$ cat config.mk
export PLATFORM = sky130hd
export DESIGN_NAME = scpt_top
export DESIGN_NICKNAME = d
export VERILOG_FILES = /design/src/core/scpt_pkg.sv /design/src/core/scpt_divider.sv /design/src/core/scpt_top.sv
export VERILOG_INCLUDE_DIRS = /design/src /design/src/core
export SDC_FILE = /design/constraint.sdc
export NUM_CORES = 1
export LEC_CHECK = 0
export CAP_MARGIN = 30
export CORE_MARGIN = 2
export CORE_UTILIZATION = 57
export DETAILED_ROUTE_END_ITERATION = 12
export DONT_BUFFER_PORTS = 1
export GPL_TIMING_DRIVEN = 0
export PLACE_DENSITY_LB_ADDON = 0.25
export SLEW_MARGIN = 20
export SYNTH_ARGS = -nofsm -noshare
export SYNTH_HDL_FRONTEND = slang
export SYNTH_SLANG_ARGS = --single-unit
$ cat constraint.sdc
create_clock -name clk_i -period 2.3 [get_ports clk_i]
set_input_delay 0.23 -clock clk_i [delete_from_list [all_inputs] [get_ports clk_i]]
set_output_delay 0.23 -clock clk_i [all_outputs]
set_load 0.01 [all_outputs]
$ cat src/core/scpt_defs.svh
`ifndef SCPT_DEFS_SVH
`define SCPT_DEFS_SVH

// ----------------------------------------------------------------
// Register word indices (byte address is four times the index)
// ----------------------------------------------------------------
`define SCPT_IDX_TRIM        2'h0
`define SCPT_IDX_PRESCALE    2'h1
`define SCPT_IDX_ASYNC       2'h2

// ----------------------------------------------------------------
// Field positions and values
// ----------------------------------------------------------------
`define SCPT_UNLOCK_BIT      7
`define SCPT_ASYNC_EXTERNAL_CLOCK_SELECT_BIT      6
`define SCPT_TRIM_RANGE_BIT  7
`define SCPT_UNLOCK_PATTERN  8'h80
`define SCPT_DIV_MAX         4'h8
`define SCPT_DIV_RESET_FUSE  4'h3
`define SCPT_DIV_RESET_PLAIN 4'h0

// ----------------------------------------------------------------
// Timing counts, in system clock cycles
// ----------------------------------------------------------------
`define SCPT_UNLOCK_CYCLES   3'h4
`define SCPT_UNLOCK_LAST     3'h1

`endif

$ cat src/core/scpt_pkg.sv
package scpt_pkg;

	// Progress of a division change
	typedef enum logic [2:0] {
		scpt_sw_idle = 3'b001,
		scpt_sw_old  = 3'b010,
		scpt_sw_new  = 3'b100
	} scpt_switch_e;

	// Divider state
	typedef struct packed {
		logic [7:0] count;
		logic [3:0] sel;
		logic       phase;
		logic       tick;
		logic       bypass;
	} scpt_div_s;

	// Control state
	typedef struct packed {
		logic [1:0]   fout_sync;
		logic [1:0]   fdiv_sync;
		logic [15:0]  ftrim_sync;
		logic [3:0]   div;
		logic         unlock;
		logic [2:0]   ucnt;
		logic [7:0]   trim;
		logic         async_external_clock_select;
		scpt_switch_e sw;
		logic         ack;
		logic [7:0]   rdat;
	} scpt_top_s;

endpackage

$ cat src/core/scpt_divider.sv
`timescale 1ns/1ps
`default_nettype none
`include "scpt_defs.svh"

module scpt_divider (
	// Clock and reset
	input  wire logic       clk_i,
	input  wire logic       rst_i,
	// Division select, taken at period boundaries only
	input  wire logic [3:0] sel_i,
	// Divided clock
	output logic            tick_o,
	output logic            phase_o,
	output logic            bypass_o
);

	scpt_pkg::scpt_div_s q;
	scpt_pkg::scpt_div_s d;

	// ----------------------------------------------------------------
	// Period arithmetic
	// ----------------------------------------------------------------

	// Last count of a period of two to the power sel cycles
	function automatic logic [7:0] last_count(input logic [3:0] sel);
		last_count = 8'((9'h001 << sel) - 9'h001);
	endfunction

	// Cycles spent high in one period
	function automatic logic [7:0] half_count(input logic [3:0] sel);
		half_count = 8'((9'h001 << sel) >> 1);
	endfunction

	// ----------------------------------------------------------------
	// Counter
	// ----------------------------------------------------------------

	// A new select is only taken at the end of a period, so no short pulse
	always_comb begin
		d = q;
		if (q.tick) begin
			d.count = 8'h00;
			d.sel   = sel_i;
		end else begin
			d.count = q.count + 8'h01;
		end
		d.tick   = (d.count == last_count(d.sel));
		d.phase  = (d.count < half_count(d.sel));
		d.bypass = (d.sel == 4'h0);
		if (rst_i) begin
			d        = '0;
			d.tick   = 1'b1;
			d.bypass = 1'b1;
		end
	end

	// State register
	always_ff @(posedge clk_i) begin
		q <= d;
	end

	assign tick_o   = q.tick;
	assign phase_o  = q.phase;
	assign bypass_o = q.bypass;
endmodule

`default_nettype wire

$ cat src/core/scpt_top.sv
`timescale 1ns/1ps
`default_nettype none
`include "scpt_defs.svh"

module scpt_top #(
	parameter int ADR_W = 4
) (
	// Clock and reset
	input  wire logic             clk_i,
	input  wire logic             rst_i,
	// Wishbone slave
	input  wire logic             wb_cyc_i,
	input  wire logic             wb_stb_i,
	input  wire logic             wb_we_i,
	input  wire logic [ADR_W-1:0] wb_adr_i,
	input  wire logic [3:0]       wb_sel_i,
	input  wire logic [31:0]      wb_dat_i,
	output logic      [31:0]      wb_dat_o,
	output logic                  wb_ack_o,
	// Fuses and factory calibration
	input  wire logic             clock_output_fuse_i,
	input  wire logic             divide_by_eight_fuse_i,
	input  wire logic [7:0]       factory_trim_i,
	// Clock output pin
	output logic                  system_clock_out_pin_o,
	output logic                  system_clock_out_pin_oe_o,
	output logic                  system_clock_out_bypass_o,
	// Clock domain enables
	output logic                  cpu_clk_en_o,
	output logic                  flash_clk_en_o,
	output logic                  io_clk_en_o,
	output logic                  adc_clk_en_o,
	// Oscillator trim and timer input
	output logic      [7:0]       rc_oscillator_trim_o,
	output logic                  trim_range_select_o,
	output logic                  async_external_clock_select_o,
	// Status
	output logic                  prescale_switching_o
);

	scpt_pkg::scpt_top_s q;
	scpt_pkg::scpt_top_s d;

	logic       tick;
	logic       phase;
	logic       bypass;
	logic       take;
	logic       wr_trim;
	logic       wr_pre;
	logic       wr_async;
	logic [1:0] idx;
	logic [7:0] wdat;
	logic [7:0] rd;

	// ----------------------------------------------------------------
	// Prescaler
	// ----------------------------------------------------------------

	// One divider feeds every domain, whichever source drives clk_i
	scpt_divider u_div (
		.clk_i    (clk_i),
		.rst_i    (rst_i),
		.sel_i    (q.div),
		.tick_o   (tick),
		.phase_o  (phase),
		.bypass_o (bypass)
	);

	// ----------------------------------------------------------------
	// Bus decode
	// ----------------------------------------------------------------

	// A request is taken once; ack then stands for one cycle
	assign take     = wb_cyc_i && wb_stb_i && !q.ack;
	assign idx      = wb_adr_i[3:2];
	assign wdat     = wb_dat_i[7:0];
	assign wr_trim  = take && wb_we_i && wb_sel_i[0] && idx == `SCPT_IDX_TRIM;
	assign wr_pre   = take && wb_we_i && wb_sel_i[0] && idx == `SCPT_IDX_PRESCALE;
	assign wr_async = take && wb_we_i && wb_sel_i[0] && idx == `SCPT_IDX_ASYNC;

	// Read mux; unmapped words and unused bits read zero
	always_comb begin
		rd = 8'h00;
		case (idx)
			`SCPT_IDX_TRIM: begin
				rd = q.trim;
			end
			`SCPT_IDX_PRESCALE: begin
				rd[`SCPT_UNLOCK_BIT] = q.unlock;
				rd[3:0] = q.div;
			end
			`SCPT_IDX_ASYNC: begin
				rd[`SCPT_ASYNC_EXTERNAL_CLOCK_SELECT_BIT] = q.async_external_clock_select;
			end
			default: begin
				rd = 8'h00;
			end
		endcase
	end

	// ----------------------------------------------------------------
	// Next state
	// ----------------------------------------------------------------

	always_comb begin
		d = q;
		// Fuse levels cross in through two flops each
		d.fout_sync  = {q.fout_sync[0], clock_output_fuse_i};
		d.fdiv_sync  = {q.fdiv_sync[0], divide_by_eight_fuse_i};
		d.ftrim_sync = {factory_trim_i, q.ftrim_sync[15:8]};

		// Bus answer
		d.ack = take;
		if (take) begin
			d.rdat = rd;
		end

		// Unlock window counts system cycles, not bus cycles
		if (q.unlock && tick) begin
			if (q.ucnt == `SCPT_UNLOCK_LAST) begin
				d.unlock = 1'b0;
			end else begin
				d.ucnt = q.ucnt - 3'h1;
			end
		end

		// Switch tracking: end of old period, then one new period
		case (q.sw)
			scpt_pkg::scpt_sw_idle: begin
				d.sw = scpt_pkg::scpt_sw_idle;
			end
			scpt_pkg::scpt_sw_old: begin
				if (tick) begin
					d.sw = scpt_pkg::scpt_sw_new;
				end
			end
			scpt_pkg::scpt_sw_new: begin
				if (tick) begin
					d.sw = scpt_pkg::scpt_sw_idle;
				end
			end
			default: begin
				d.sw = scpt_pkg::scpt_sw_idle;
			end
		endcase

		// Prescale writes: unlock pattern, or a locked-in division
		if (wr_pre) begin
			if (wdat == `SCPT_UNLOCK_PATTERN) begin
				if (!q.unlock) begin
					d.unlock = 1'b1;
					d.ucnt   = `SCPT_UNLOCK_CYCLES;
				end
			end else if (!wdat[`SCPT_UNLOCK_BIT] && q.unlock) begin
				d.unlock = 1'b0;
				// Reserved codes are dropped so the divider never overflows
				if (wdat[3:0] <= `SCPT_DIV_MAX) begin
					d.div = wdat[3:0];
					d.sw  = scpt_pkg::scpt_sw_old;
				end
			end
		end

		// Trim retunes the oscillator straight away
		if (wr_trim) begin
			d.trim = wdat;
		end
		if (wr_async) begin
			d.async_external_clock_select = wdat[`SCPT_ASYNC_EXTERNAL_CLOCK_SELECT_BIT];
		end

		// Synchronous reset; hold it three edges so the fuses settle
		if (rst_i) begin
			d.div    = q.fdiv_sync[1] ? `SCPT_DIV_RESET_FUSE : `SCPT_DIV_RESET_PLAIN;
			d.trim   = q.ftrim_sync[7:0];
			d.unlock = 1'b0;
			d.ucnt   = 3'h0;
			d.async_external_clock_select = 1'b0;
			d.sw     = scpt_pkg::scpt_sw_idle;
			d.ack    = 1'b0;
			d.rdat   = 8'h00;
		end
	end

	// State register
	always_ff @(posedge clk_i) begin
		q <= d;
	end

	// ----------------------------------------------------------------
	// Outputs
	// ----------------------------------------------------------------

	// Bus
	assign wb_ack_o = q.ack;
	assign wb_dat_o = {24'h000000, q.rdat};

	// Pin runs during reset too; undivided clock goes through the pad mux
	assign system_clock_out_pin_oe_o = q.fout_sync[1];
	assign system_clock_out_pin_o    = q.fout_sync[1] && phase;
	assign system_clock_out_bypass_o = q.fout_sync[1] && bypass;

	// Every synchronous domain runs on the divided rate
	assign cpu_clk_en_o   = tick;
	assign flash_clk_en_o = tick;
	assign io_clk_en_o    = tick;
	assign adc_clk_en_o   = tick;

	// Range bit and fine bits go to the oscillator unchanged
	assign rc_oscillator_trim_o = q.trim;
	assign trim_range_select_o  = q.trim[`SCPT_TRIM_RANGE_BIT];

	assign async_external_clock_select_o = q.async_external_clock_select;
	assign prescale_switching_o          = (q.sw != scpt_pkg::scpt_sw_idle);
endmodule

`default_nettype wire

==> results of run 1 <==
==> report_power, final <==
part	total (mW)	internal [mW]	leakage [nW]	switching, mW
Sequential	1.22	1.19	0.549	0.0311
Clock	1.20	0.733	0.125	0.467
Combinational	0.319	0.157	0.948	0.162
==> kinds of logic after synthesis <==
| family | count (synthesis) | synth area share, % |
|---|---|---|
| AO/OA/AOI/OAI | 50 | 11.9 |
| multiplexers | 18 | 5.96 |
| flip-flops | 64 | 43.9 |
| buffers and inverters | 62 | 13.3 |
| XOR/XNOR | 12 | 3.76 |
| AND/OR/NAND/NOR | 106 | 16.7 |
| adder cells (fa/ha/maj) | 11 | 4.31 |
| other | 1 | 0.117 |
==> cell type report <==
class	count	share of cell area, %
repair buffers	15	3.54
clock buffers	9	3.25
plain buffers	55	10.8
well taps	72	2.36
flip-flops and latches	64	36.9
multi-input cells	221	39.3
inverters	7	0.689
clock inverters	7	3.28
==> state kept, by name (all words and copies together), names as in the netlist, 8 cells and up <==
signal and cells:
q 20, u_div.q 12, d 10, rc_oscillator_trim_o 8, wb_dat_o 8
==> routing by layer <==
metal  routed length, um  vias to the layer above  share of wire [%]
met5                   0                        -                  0
met2                2980                       70                 46
met3                 426                        8                6.6
met1                2960                     1046                 46
met4                  73                        0                1.1
li1                    -                     1172                  -
==> cells in the mapped netlist, drive strengths merged, types with 2 or more instances <==
library cell | instances | area (um2)
a31oi | 2 | 12.5
nor3b | 2 | 15.0
xnor2 | 6 | 52.6
inv | 7 | 26.3
o22ai | 2 | 18.8
o21ai | 2 | 10.0
o22a | 2 | 17.5
clkbuf | 7 | 26.3
edfxtp | 12 | 360
nor2 | 30 | 115
dfxtp | 52 | 1040
a41o | 2 | 20.0
nor2b | 4 | 25.0
mux2i | 10 | 100
a22o | 2 | 17.5
and2 | 4 | 25.0
xor2 | 5 | 43.8
nand3b | 2 | 15.0
a2111oi | 2 | 17.5
mux2 | 8 | 90.1
buf | 47 | 364
or2 | 3 | 18.8
nand3 | 7 | 35.0
ha | 11 | 138
o21a | 2 | 15.0
nand2b | 6 | 40.0
a211oi | 3 | 22.5
nand2 | 20 | 85.1
nor3 | 21 | 105
a21o | 3 | 22.5
a21oi | 17 | 92.6
==> critical path, cell delays in order (launching register included) <==
cell and delay, ns:
dfxtp_4 0.39, clkbuf_2 0.16, nor2_2 0.17, o2bb2ai_1 0.19, nand2_1 0.17, ha_2 0.25
o311ai_2 0.11, nor2_2 0.06, a311oi_2 0.27, xor2_1 0.11, a41o_1 0.21
==> timing repair <==
item | 4_1_cts | 5_1_grt
resized for setup | 4 | 12
hold buffers | 10 | 0
setup endpoints to repair | 2 | 2
hold endpoints to repair | 10 | 0
setup buffers | 2 | 3
pin swaps | 0 | 1
==> worst paths after layout <==
check	end	slack (ns)	cells after the start
worst max-delay path	u_div.tick_o	0.11	10
worst min-delay path	async_external_clock_select_o	0.05	2
worst max register to register	u_div.tick_o	0.11	10
worst min register to register	q[32]	0.33	0
==> through the flow <==
stage	hold WS (ns)	setup WS [ns]
3_5_place_dp	0.258	-0.329
5_1_grt	0.0339	-0.0217
6_report	0.0489	0.110
3_3_place_gp	0.258	-0.317
4_1_cts	0.0356	0.00590
2_1_floorplan	0.258	0.116
==> flow_metrics.tcl, run 1 <==
set metrics [dict create \
    tns_ns 0 \
    placed_area_um2 3370 \
    place.gp.congestion 0.857 \
    layout_common_cells "50 x dfxtp_1, 49 x buf_4, 26 x nor2_1" \
    hold_path_class "in2reg" \
    slew_headroom_pct 61.7 \
    outcome "finished, final reports clean" \
    busiest_layer "met2" \
    rr_startpoint "u_div.tick_o" \
    register_area_um2 1410 \
    grt_use_met1_pct 28.1 \
    drc_errors 0 \
    wl_per_cell_um 14.3 \
    grt_pass1_vias 2231 \
    die_w_um 78.8 \
    fin_worst_skew_ns 0.0131 \
    ant_nets 0 \
    syn_area_um2 3190 \
    synth-edff-count 12 \
    finalSetupViolCount 0 \
    final_common_cell "dfxtp_1" \
    grt_max_degree 14 \
    critPathMaxFanout 8 \
    worst_setup_path_end_kind "flip-flop" \
    firstDrtPassIters 4 \
    wirelength_um 6440 \
    placed_cells 419 \
    critPathLaunchType "flip-flop" \
    die_area_um2 6220 \
    cap_viol_max_count 0 \
    worstPathArrival_ns 2.42 \
    cts_root_buffer "clkbuf_8" \
    period_share_pct 95.2 \
    clk_pin_slew_ns 0.08 \
    overflow 0 \
    min-delay-start "wb_dat_i[6]" \
    cts_tree "yes" \
    maxSlewViolCount 0 \
    antenna_found_initial 0 \
    antenna_cells 0 \
    ys.flop_type "dfxtp_1" \
    synth-seq-area-share_pct 43.9 \
    start_util_pct 58.3 \
    final_area_um2 3810 \
    core_um2 5470 \
    htree_levels 3 \
    ios 106 \
    vias 2296 \
    nNetsFinal 439 \
    tightest_slew_ns 0.575 \
    clock_sinks 64 \
    hold_violations 0 \
    grt_pass1_wl_um 10600 \
    dpl.hpwl_um 4610 \
    total_power_mw 2.74 \
    finalCriticalPeriod_ns 2.19 \
    tritoncts.num_buffers 9 \
    portBuffers 0 \
    final_util_pct 69.7 \
    use_met3_pct 6.93 \
    die_height_um 78.8 \
    cts_buffer_depth 2 \
    use_met2_pct 35.7 \
    cp-startpoint "u_div.tick_o" \
    grt_usage_pct 22.3 \
    drive_gt1_share_pct 24.9 \
    yosys_warnings 0 \
    area.growth.synth_to_final_pct 19.5 \
    ys_seq_elements 64 \
    p_per_area_nw_per_um2 719 \
    fmax_ghz 0.457 \
    power.leakage_nw 1.62 \
    critical_path_class "reg2reg" \
    ys_types 62 \
    required_ns 2.53 \
    layoutNonFillerInstCount 450 \
    num_rows 27 \
    viasPerCell 5.10 \
    syn_area_per_cell_um2 9.86 \
    fill_cells 441 \
    postSynthCellCount 324 \
    clk-insertion-delay-late_ns 0.34 \
    peakVddDrop_mv 0.490 \
    async_reset_ff_share_pct 0 \
    multiInputGateArea_um2 1500 \
    drtIter0Drc 128 \
]
Power figures use the tool's default switching activity.
==> inputs of run 2 (changes only) <==
==> constraint.sdc (replaced) <==
create_clock -name clk_i -period 2.3 [get_ports clk_i]
set_input_delay 0.575 -clock clk_i [delete_from_list [all_inputs] [get_ports clk_i]]
set_output_delay 0.575 -clock clk_i [all_outputs]
set_load 0.01 [all_outputs]
==> flow_metrics.tcl, run 2 (synthesis gave the netlist of run 1 again) <==
set metrics [dict create \
    drc_errors 0 \
    cts_root_buffer "clkbuf_8" \
    vias 2243 \
    finalCriticalPeriod_ns 2.20 \
    ant_nets 0 \
    p_per_area_nw_per_um2 734 \
    required_ns 2.57 \
    tightest_slew_ns 0.574 \
    cp-endpoint "u_div.tick_o" \
    clock_sinks 64 \
    place.gp.congestion 0.857 \
    grt_pass1_vias 2157 \
    critPathMaxFanout 8 \
    grt_max_degree 14 \
    multiInputGateArea_um2 1500 \
    finalSetupViolCount 0 \
    portBuffers 0 \
    dpl.hpwl_um 4610 \
    period_share_pct 95.5 \
    clk_pin_slew_ns 0.08 \
    r2r_end "u_div.tick_o" \
    critPathLaunchType "flip-flop" \
    start_util_pct 58.3 \
    antenna_found_initial 0 \
    ios 106 \
    fmax_ghz 0.455 \
    outcome "finished, final reports clean" \
    largest_reg_flops 20 \
    final_common_cell "dfxtp_1" \
    drtIter0Drc 159 \
    tritoncts.num_buffers 9 \
    cap_viol_max_count 0 \
    grt_usage_pct 21.7 \
    power.leakage_nw 1.58 \
    antenna_cells 0 \
    die_w_um 78.8 \
    rr_startpoint "u_div.tick_o" \
    worst_setup_path_end_kind "flip-flop" \
    area.growth.synth_to_final_pct 16.3 \
    layoutNonFillerInstCount 440 \
    overflow 0 \
    die_area_um2 6220 \
    cts_hold_buf 0 \
    maxSlewViolCount 0 \
    fill_cells 444 \
    regMostFlops "q" \
    hold_violations 0 \
    min_path_cells 0 \
    wirelength_um 6330 \
    register_area_um2 1410 \
    r2r_cells 10 \
    layout_common_cells "50 x dfxtp_1, 49 x buf_4, 26 x nor2_1" \
    critical_path_class "reg2reg" \
    firstDrtPassIters 4 \
    placed_cells 419 \
    fin_worst_skew_ns 0.0118 \
    viasPerCell 5.10 \
    die_height_um 78.8 \
    hold_path_class "in2reg" \
    cp-startpoint "u_div.tick_o" \
    num_rows 27 \
    fin_ws_ns 0.104 \
    grt_pass1_wl_um 10300 \
    place_ws_ns -0.329 \
    peakVddDrop_mv 0.490 \
    clk-insertion-delay-late_ns 0.34 \
    wl_per_cell_um 14.4 \
    drive_gt1_share_pct 25.5 \
    cts_buffer_depth 2 \
    core_um2 5470 \
    slew_headroom_pct 61.7 \
    htree_levels 3 \
    cts_tree "yes" \
    nNetsFinal 429 \
    worstPathArrival_ns 2.47 \
    r2r_slack_ns 0.10 \
]
## run 2: worst max-delay path, stage by stage (launching register included)
cell       delay [ns]
dfxtp_4          0.39
clkbuf_2         0.16
nor2_2           0.17
o2bb2ai_1        0.19
nand2_1          0.17
ha_2             0.25
o311ai_2         0.11
nor2_2           0.06
a311oi_2         0.27
xor2_1           0.19
a41o_1           0.17
## run 2: cell type report
type	instances	area share, %
tap	72	2.43
clock inverter	7	3.37
multi-input combinational	221	40.3
inverter	7	0.707
buffer	55	11.0
sequential	64	37.9
clock buffer	9	3.33
timing repair buffer	5	0.943
## run 2: repair_timing
item / CTS / global route
resized for setup: 4 / 12
setup endpoints to repair: 2 / 2
setup buffers: 2 / 3
pin swaps: 0 / 1
## run 2: power by group
part	total, mW	internal [mW]	switching (mW)
clock	1.20	0.733	0.464
sequential	1.22	1.19	0.0312
combinational	0.306	0.146	0.160
## run 2: worst min path at each step
stage,start,slack (ns),endpoint
2_1_floorplan,d[29],0.31,q[29]
3_3_place_gp,d[48],0.31,system_clock_out_pin_oe_o
3_5_place_dp,d[32],0.31,q[32]
4_1_cts,factory_trim_i[4],0.24,d[33]
5_1_grt,factory_trim_i[5],0.23,d[34]
6_report,factory_trim_i[4],0.25,d[33]
## run 2: per-stage QoR
| stage | TNS (ns) | total power [mW] | instance area (um2) | hold slack (ns) | util, % |
|---|---|---|---|---|---|
| after global placement | -0.496 | 1.53 | 3370 | 0.310 | 61.6 |
| after CTS | 0 | 2.73 | 3650 | 0.239 | 66.6 |
| after global routing | -0.0287 | 2.84 | 3710 | 0.231 | 67.9 |
| final | 0 | 2.73 | 3710 | 0.254 | 67.9 |
| after detailed placement | -0.720 | 1.53 | 3370 | 0.312 | 61.6 |
| after floorplan | 0 | 1.48 | 3280 | 0.310 | - |
## run 2: routing by layer
layer | GRT usage [%] | up-vias | share of wire (%)
met5 | 0 | - | 0
li1 | - | 1149 | -
met1 | 27.8 | 1018 | 47
met4 | 8.79 | 0 | 1.2
met3 | 6.82 | 9 | 6.0
met2 | 34.2 | 67 | 46
